[src/hdl/acrx_pkg.sv]
// Shared constants and types for the ATM cell receive port
`default_nettype none
package acrx_pkg;
    // Link widths
    localparam int unsigned BYTE_W = 8;
    localparam int unsigned ADDR_W = 5;
    // Octets in one cell
    localparam int unsigned CELL_BYTES = 53;
    localparam logic [5:0] CELL_LAST = 6'h34;
    // Byte count at which enable rises, one before the last
    localparam logic [5:0] CELL_STOP = 6'h33;
    // Highest PHY address that is polled
    localparam logic [4:0] ADDR_MAX = 5'h1f;
    // Reset values of the driven pins
    localparam logic [4:0] ADDR_RST = 5'h00;
    localparam logic ENB_RST = 1'b1;
    localparam logic [7:0] BYTE_RST = 8'h00;
    // Receive pins idle high through their pull-ups
    localparam logic PIN_IDLE = 1'b1;
    // Port state machine
    typedef enum logic [2:0] {
        S_POLL, S_CLAV, S_SEL, S_CELL, S_SINGLE_PHY_MODE
    } acrx_state_type;
endpackage
`default_nettype wire

[src/hdl/acrx_sync.sv]
// Two-flop synchroniser for one input bit
`default_nettype none
module acrx_sync (
    input wire logic i_clk,
    input wire logic i_reset,
    input wire logic i_ce,
    input wire logic i_d,
    output logic o_q
);
    logic meta_reg;
    // First flop is read only by the second
    always_ff @(posedge i_clk or posedge i_reset) begin
        if (i_reset) begin
            // Pull-up level, so an idle pin shows no edge after reset
            meta_reg <= acrx_pkg::PIN_IDLE;
            o_q <= acrx_pkg::PIN_IDLE;
        end else if (i_ce) begin
            meta_reg <= i_d;
            o_q <= meta_reg;
        end
    end
endmodule
`default_nettype wire

[src/hdl/acrx_port.sv]
// ATM cell receive port: polls PHYs, selects one, captures cells
// Notes on behaviour
// - Sample receive inputs on link clock rising edge
// - Cell data travels over eight-bit bus
// - Drive five-bit address to poll, select
// - Single-PHY: enable low means ready
// - Enable decides which PHY drives data
// - Address with enable high, then low
`default_nettype none
module acrx_port (
    input wire logic i_clk,
    input wire logic i_reset,
    input wire logic i_ce,
    input wire logic i_multi_phy_mode,
    input wire logic i_rx_cell_clock,
    input wire logic i_rx_cell_available_in,
    input wire logic i_rx_start_of_cell,
    input wire logic [7:0] i_rx_cell_byte,
    input wire logic i_sink_ready,
    output logic [4:0] o_rx_phy_select_address,
    output logic o_rx_enable_out_n,
    output logic [7:0] o_byte,
    output logic o_byte_valid,
    output logic o_byte_first,
    output logic [4:0] o_byte_phy
);
    ////////////////////////////////////////////////////////////////
    // Synchronisers for every pin input
    logic [10:0] pin_raw;
    logic [10:0] pin_sync;
    assign pin_raw = {i_rx_cell_clock, i_rx_cell_available_in,
                      i_rx_start_of_cell, i_rx_cell_byte};
    genvar gi;
    generate
        for (gi = 0; gi < 11; gi++) begin : g_sync
            acrx_sync u_sync (
                .i_clk(i_clk),
                .i_reset(i_reset),
                .i_ce(i_ce),
                .i_d(pin_raw[gi]),
                .o_q(pin_sync[gi])
            );
        end
    endgenerate
    logic lclk_s;
    logic clav_s;
    logic soc_s;
    logic [7:0] data_s;
    assign lclk_s = pin_sync[10];
    assign clav_s = pin_sync[9];
    assign soc_s = pin_sync[8];
    assign data_s = pin_sync[7:0];

    ////////////////////////////////////////////////////////////////
    // Link clock edge finder; delayed copy of data kept aligned
    logic lclk_d_reg;
    logic clav_d_reg; // Pins as they stood just before the edge
    logic soc_d_reg;
    logic [7:0] data_d_reg;
    logic rise;
    // Copies are one cycle old: taken while the clock was still low,
    // so a PHY output moving just after the edge is never half caught
    always_ff @(posedge i_clk or posedge i_reset) begin
        if (i_reset) begin
            lclk_d_reg <= acrx_pkg::PIN_IDLE;
            clav_d_reg <= acrx_pkg::PIN_IDLE;
            soc_d_reg <= acrx_pkg::PIN_IDLE;
            data_d_reg <= acrx_pkg::BYTE_RST;
        end else if (i_ce) begin
            lclk_d_reg <= lclk_s;
            clav_d_reg <= clav_s;
            soc_d_reg <= soc_s;
            data_d_reg <= data_s;
        end
    end
    // Every receive input is taken only at a link rising edge
    assign rise = lclk_s & ~lclk_d_reg;

    ////////////////////////////////////////////////////////////////
    // Port sequencer
    acrx_pkg::acrx_state_type state_reg;
    logic [4:0] addr_reg;
    logic enb_n_reg;
    logic [5:0] cnt_reg;
    logic [4:0] sel_reg;
    logic enb_seen_n_reg; // Enable as the PHY sampled it last edge
    logic cell_byte; // A cell byte stands at this edge
    // A PHY answers the enable it saw one link edge back, so bytes are
    // judged against that copy rather than the live pin
    always_ff @(posedge i_clk or posedge i_reset) begin
        if (i_reset) begin
            enb_seen_n_reg <= acrx_pkg::ENB_RST;
        end else if (i_ce && rise) begin
            enb_seen_n_reg <= enb_n_reg;
        end
    end
    // Bytes counted from start of cell while selected
    assign cell_byte = state_reg == acrx_pkg::S_CELL && !enb_seen_n_reg &&
        (soc_d_reg || cnt_reg != 6'h00);
    // Drives change on rising edges only, so the PHY sees them stable
    always_ff @(posedge i_clk or posedge i_reset) begin
        if (i_reset) begin
            state_reg <= acrx_pkg::S_POLL;
            addr_reg <= acrx_pkg::ADDR_RST;
            enb_n_reg <= acrx_pkg::ENB_RST;
            cnt_reg <= 6'h00;
            sel_reg <= acrx_pkg::ADDR_RST;
        end else if (i_ce && rise) begin
            case (state_reg)
                acrx_pkg::S_POLL: begin
                    // Put address out, enable high
                    enb_n_reg <= 1'b1;
                    if (!i_multi_phy_mode) begin
                        state_reg <= acrx_pkg::S_SINGLE_PHY_MODE;
                    end else begin
                        state_reg <= acrx_pkg::S_CLAV;
                    end
                end
                acrx_pkg::S_CLAV: begin
                    // Answer to the address driven one clock earlier
                    if (clav_d_reg && i_sink_ready) begin
                        sel_reg <= addr_reg;
                        enb_n_reg <= 1'b0;
                        cnt_reg <= 6'h00;
                        state_reg <= acrx_pkg::S_CELL;
                    end else begin
                        // Unavailable or sink not ready: move to next PHY
                        addr_reg <= (addr_reg == acrx_pkg::ADDR_MAX) ?
                            5'h00 : addr_reg + 5'h01;
                        state_reg <= acrx_pkg::S_POLL;
                    end
                end
                acrx_pkg::S_CELL: begin
                    // Only the selected PHY drives data now
                    if (cell_byte) begin
                        cnt_reg <= cnt_reg + 6'h01;
                        // Enable rises one byte early: the PHY still
                        // owes the byte it launched on that edge
                        if (cnt_reg == acrx_pkg::CELL_STOP) begin
                            enb_n_reg <= 1'b1;
                        end
                        if (cnt_reg == acrx_pkg::CELL_LAST) begin
                            cnt_reg <= 6'h00;
                            addr_reg <= (addr_reg == acrx_pkg::ADDR_MAX) ?
                                5'h00 : addr_reg + 5'h01;
                            state_reg <= acrx_pkg::S_POLL;
                        end
                    end
                end
                acrx_pkg::S_SINGLE_PHY_MODE: begin
                    // Single PHY: enable low while the sink can accept
                    enb_n_reg <= ~i_sink_ready;
                    if (i_multi_phy_mode) begin
                        enb_n_reg <= 1'b1;
                        state_reg <= acrx_pkg::S_POLL;
                    end
                end
                default: begin
                    state_reg <= acrx_pkg::S_POLL;
                end
            endcase
        end
    end

    ////////////////////////////////////////////////////////////////
    // Byte capture; enable low in the prior cycle means a transfer
    // Limitation: sink must accept any byte while enable is low
    logic take;
    assign take = rise && (cell_byte || (state_reg == acrx_pkg::S_SINGLE_PHY_MODE &&
        !enb_seen_n_reg && clav_d_reg));
    always_ff @(posedge i_clk or posedge i_reset) begin
        if (i_reset) begin
            o_byte <= acrx_pkg::BYTE_RST;
            o_byte_valid <= 1'b0;
            o_byte_first <= 1'b0;
            o_byte_phy <= acrx_pkg::ADDR_RST;
        end else if (i_ce) begin
            o_byte_valid <= take;
            if (take) begin
                o_byte <= data_d_reg;
                o_byte_first <= soc_d_reg;
                o_byte_phy <= sel_reg;
            end
        end
    end

    // Pins straight from flops
    assign o_rx_phy_select_address = addr_reg;
    assign o_rx_enable_out_n = enb_n_reg;

    ////////////////////////////////////////////////////////////////
    // Checks
    property p_edge_only;
        @(posedge i_clk) disable iff (i_reset)
        $changed(enb_n_reg) |-> $past(rise);
    endproperty
    a_edge_only: assert property (p_edge_only)
        else $error("Enable moved without link edge");
    property p_sel_seq;
        @(posedge i_clk) disable iff (i_reset)
        $fell(enb_n_reg) && i_multi_phy_mode |->
            $past(state_reg) == acrx_pkg::S_CLAV;
    endproperty
    a_sel_seq: assert property (p_sel_seq)
        else $error("Select without prior high enable");
    property p_addr_hold;
        @(posedge i_clk) disable iff (i_reset)
        state_reg == acrx_pkg::S_CELL |-> $stable(addr_reg);
    endproperty
    a_addr_hold: assert property (p_addr_hold)
        else $error("Address moved during cell");
    property p_valid_cause;
        @(posedge i_clk) disable iff (i_reset)
        o_byte_valid |-> $past(rise) && !$past(enb_seen_n_reg);
    endproperty
    a_valid_cause: assert property (p_valid_cause)
        else $error("Byte without enable");
    property p_first;
        @(posedge i_clk) disable iff (i_reset)
        o_byte_valid && o_byte_first |-> $past(soc_d_reg);
    endproperty
    a_first: assert property (p_first)
        else $error("First flag without start of cell");
    property p_single_phy_mode_enb;
        @(posedge i_clk) disable iff (i_reset)
        rise && state_reg == acrx_pkg::S_SINGLE_PHY_MODE && i_sink_ready &&
            !i_multi_phy_mode |=> !enb_n_reg;
    endproperty
    a_single_phy_mode_enb: assert property (p_single_phy_mode_enb)
        else $error("Single PHY enable not asserted");
    property p_step;
        @(posedge i_clk) disable iff (i_reset)
        rise && state_reg == acrx_pkg::S_CLAV && !clav_d_reg |=>
            addr_reg == $past(addr_reg) + 5'h01;
    endproperty
    a_step: assert property (p_step)
        else $error("Poll address did not advance");
    property p_cell_len;
        @(posedge i_clk) disable iff (i_reset)
        $rose(enb_n_reg) && $past(state_reg) == acrx_pkg::S_CELL |->
            $past(cnt_reg) == acrx_pkg::CELL_STOP;
    endproperty
    a_cell_len: assert property (p_cell_len)
        else $error("Cell length wrong");
    // Cell closes only after its last byte, with enable already high
    property p_cell_end;
        @(posedge i_clk) disable iff (i_reset)
        $past(state_reg) == acrx_pkg::S_CELL &&
            state_reg == acrx_pkg::S_POLL |->
            $past(cnt_reg) == acrx_pkg::CELL_LAST && enb_n_reg;
    endproperty
    a_cell_end: assert property (p_cell_end)
        else $error("Cell closed at wrong byte");
    c_single: cover property (@(posedge i_clk)
        take && state_reg == acrx_pkg::S_SINGLE_PHY_MODE);
    c_select: cover property (@(posedge i_clk) $fell(enb_n_reg));
    c_first: cover property (@(posedge i_clk) o_byte_first);
    c_wrap: cover property (@(posedge i_clk)
        addr_reg == acrx_pkg::ADDR_MAX);
endmodule
`default_nettype wire

[config.mk]
export PLATFORM = sky130hd
export DESIGN_NAME = acrx_port
export DESIGN_NICKNAME = d
export VERILOG_FILES = /design/src/hdl/acrx_pkg.sv /design/src/hdl/acrx_sync.sv /design/src/hdl/acrx_port.sv
export SDC_FILE = /design/constraint.sdc
export NUM_CORES = 1
export LEC_CHECK = 0
export BUFFER_PORTS_ARGS = -buffer_cell sky130_fd_sc_hd__buf_4
export CORE_AREA = 10 10 106 70
export CTS_CLUSTER_DIAMETER = 30
export DETAILED_ROUTE_END_ITERATION = 10
export DIE_AREA = 0 0 116 80
export GPL_TIMING_DRIVEN = 1
export PLACE_DENSITY = 0.76
export SLEW_MARGIN = 20
export SYNTH_ARGS = -nofsm -noshare
export SYNTH_HDL_FRONTEND = slang
export SYNTH_SLANG_ARGS = --single-unit
[constraint.sdc]
create_clock -name i_clk -period 2.7 [get_ports i_clk]
set_input_delay 0.405 -clock i_clk [delete_from_list [all_inputs] [get_ports i_clk]]
set_output_delay 0.405 -clock i_clk [all_outputs]
set_load 0.01 [all_outputs]
==> impl_metrics.json <==
{
  "synth_fp_nets": 238,
  "fin_crit_ns": 2.13,
  "root_buffer": "clkbuf_8",
  "finalHoldViolations": 0,
  "cp.required_ns": 2.92,
  "dp_cells": 318,
  "ir_drop_v": 0.000451,
  "first_global_vias": 1880,
  "startpoint": "state_reg[1]",
  "tightest_slew_ns": 0.552,
  "multi_input_area_mm2": 0.00122,
  "tns_ns": 0,
  "r2r-start": "state_reg[1]",
  "crit_arrival_ns": 2.35,
  "initial_core_util": 0.559,
  "hold_class": "in -> async",
  "slew_violations": 0,
  "nets": 280,
  "rr_endpoint": "o_byte[4]",
  "cts_hold_buf": 0,
  "die_x_um": 116,
  "max_freq_ghz": 0.470,
  "place.gp.congestion": 0.906,
  "drt-initial-drc-count": 151,
  "dp_hpwl_um": 3950,
  "r2r_cells": 5,
  "antenna_found_initial": 0,
  "netlist_area_mm2": 0.00306,
  "power.total_w": 0.00348,
  "ys_ff_latch": 69,
  "grt.met2_usage": 0.173,
  "insertion_delay_ns": 0.34,
  "post-cts-setup-buffer-count": 0,
  "rows": 21,
  "maxCapViolCount": 0,
  "syn2layout_area_growth_pct": 20.0,
  "reg2reg_slack_ns": 0.57,
  "synth.distinct_cells": 44,
  "crit_end": "o_byte[4]",
  "drive_above_1_share": 0.551,
  "power-per-cell-area_mw_per_mm2": 950,
  "vias": 1863,
  "ys_seq_area_frac": 0.576,
  "fp.dieH_um": 80,
  "clock_path_buffers": 2,
  "status": "finished, final reports clean",
  "grt_overflow_total": 0,
  "relSlewSlack": 0.630,
  "avgSynthCellArea_um2": 14.0,
  "grt.busiest_layer": "met1",
  "layout.cells.non_filler": 334,
  "layout_common_cells": "mux2_2 (47), dfrtp_1 (42), buf_4 (39), dfstp_2 (27), clkbuf_8 (11)",
  "yosys_warnings": 0,
  "setup_violations": 0,
  "cts_max_level": 3,
  "grt_pass1_wl_um": 9520,
  "first_pass_iters": 4,
  "cts_tree": "yes",
  "ys.flop_type": "dfrtp_1",
  "grt_use_met3": 0.0766,
  "power.leakage_nw": 1.63,
  "synth_edf_count": 0,
  "drcViolationCount": 0,
  "final_antenna_net_count": 0,
  "cp-start-kind": "flip-flop",
  "hold_slack_ns": 0.115,
  "register_area_mm2": 0.00176,
  "n_antenna_cell": 0,
  "fillers": 424,
  "skew_ns": 0.00922,
  "avgRoutedWirePerCell_um": 16.8,
  "synthCells": 218,
  "ioPinCount": 37,
  "path_clk_slew_ns": 0.08,
  "crit_path_end_kind": "flip-flop",
  "coreArea_mm2": 0.00547,
  "grt_use_total": 0.134,
  "rsz0062_at_grt": "no",
  "viasPerCell": 5.58,
  "layout_commonest_cell": "mux2_2",
  "critPathMaxFanout": 13,
  "grt_start_max_net_pins": 70,
  "finalCritPeriodShare": 0.788,
  "routed_wirelength_um": 5610,
  "io_buffer_count": 36,
  "cts_sinks": 69,
  "numCtsBuffers": 9,
  "use_met1": 0.183,
  "async_reset_ff_frac": 1.00,
  "ctsResizeCount": 0,
  "die-area_mm2": 0.00928,
  "path_class": "reg -> reg"
}
==> kinds of logic (layout without fill, tap and decap cells) <==
group	after synthesis	in the layout	synth area share
AOI/OAI and AO/OA	30	30	0.0762
adders and majority gates	4	4	0.0164
buffers and inverters	17	64	0.0250
DFF	69	69	0.576
muxes	57	57	0.221
and+or+nand+nor	41	41	0.0856
==> area by class of cell <==
class / count / area share
Sequential cell: 69 / 0.480
Multi-Input combinational cell: 132 / 0.332
Timing Repair Buffer: 40 / 0.0853
Clock buffer: 11 / 0.0413
Clock inverter: 5 / 0.0290
Tap cell: 69 / 0.0235
Inverter: 8 / 0.00819
==> layer usage <==
| layer | wire length (um) | up-vias | share of wire |
|---|---|---|---|
| met5 | 0 | - | 0 |
| met4 | 59 | 0 | 0.011 |
| met3 | 423 | 6 | 0.075 |
| met2 | 2310 | 45 | 0.41 |
| met1 | 2820 | 933 | 0.50 |
| li1 | - | 879 | - |
==> synthesized netlist by cell type (2+ instances only) <==
library cell	n	area (um^2)
o31ai_1	2	15.0
o21ai_0	3	15.0
mux2_2	47	529
o211ai_1	3	22.5
ha_1	4	50.1
nand3_1	6	30.0
a21oi_1	4	20.0
and3_1	2	12.5
a21o_1	3	22.5
dfstp_2	27	709
inv_1	8	30.0
o21a_1	2	15.0
nand3b_1	5	37.5
mux2_4	9	135
buf_1	3	11.3
o221ai_1	2	17.5
o22ai_1	2	12.5
or3_1	3	18.8
nand2b_1	3	18.8
nand2_1	5	18.8
o41ai_1	2	17.5
nor2_1	6	22.5
buf_2	4	20.0
dfrtp_1	42	1050
a31oi_1	2	12.5
==> worst max-delay path, cell delays in order (launching register included) <==
cell	delay, ns
dfrtp_1	0.55
nand3b_1	0.22
or3_4	0.41
o32ai_4	0.15
buf_4	0.31
mux2_2	0.37
==> where the power goes <==
| group | leakage (nW) | switching (W) | internal [W] | total [W] |
|---|---|---|---|---|
| Clock | 0.126 | 0.000381 | 0.000665 | 0.00105 |
| Sequential | 0.795 | 0.000215 | 0.00132 | 0.00153 |
| Combinational | 0.713 | 0.000418 | 0.000485 | 0.000903 |
| Total | 1.63 | 0.00101 | 0.00247 | 0.00348 |
==> worst min-delay path by stage <==
stage | startpoint | to | slack [ns] | cells past startpoint
CTS | i_reset | sel_reg[1] | 0.13 | 3
global placement | data_d_reg[0] | o_byte[0] | 0.48 | 1
floorplan | data_d_reg[2] | data_d_reg[2] | 0.47 | 1
global route | i_reset | o_byte_valid | 0.14 | 3
finish | i_reset | o_byte_phy[1] | 0.12 | 3
detailed placement | data_d_reg[7] | data_d_reg[7] | 0.50 | 1
==> metrics by stage <==
step	instance area, um^2	util	setup WS [ns]
final	3670	0.671	0.572
after floorplan	3060	-	0.600
after global routing	3670	0.671	0.469
after CTS	3670	0.671	0.577
after global placement	3410	0.624	0.686
after detailed placement	3410	0.624	0.603
No activity file was read; power rests on OpenSTA's default activity.
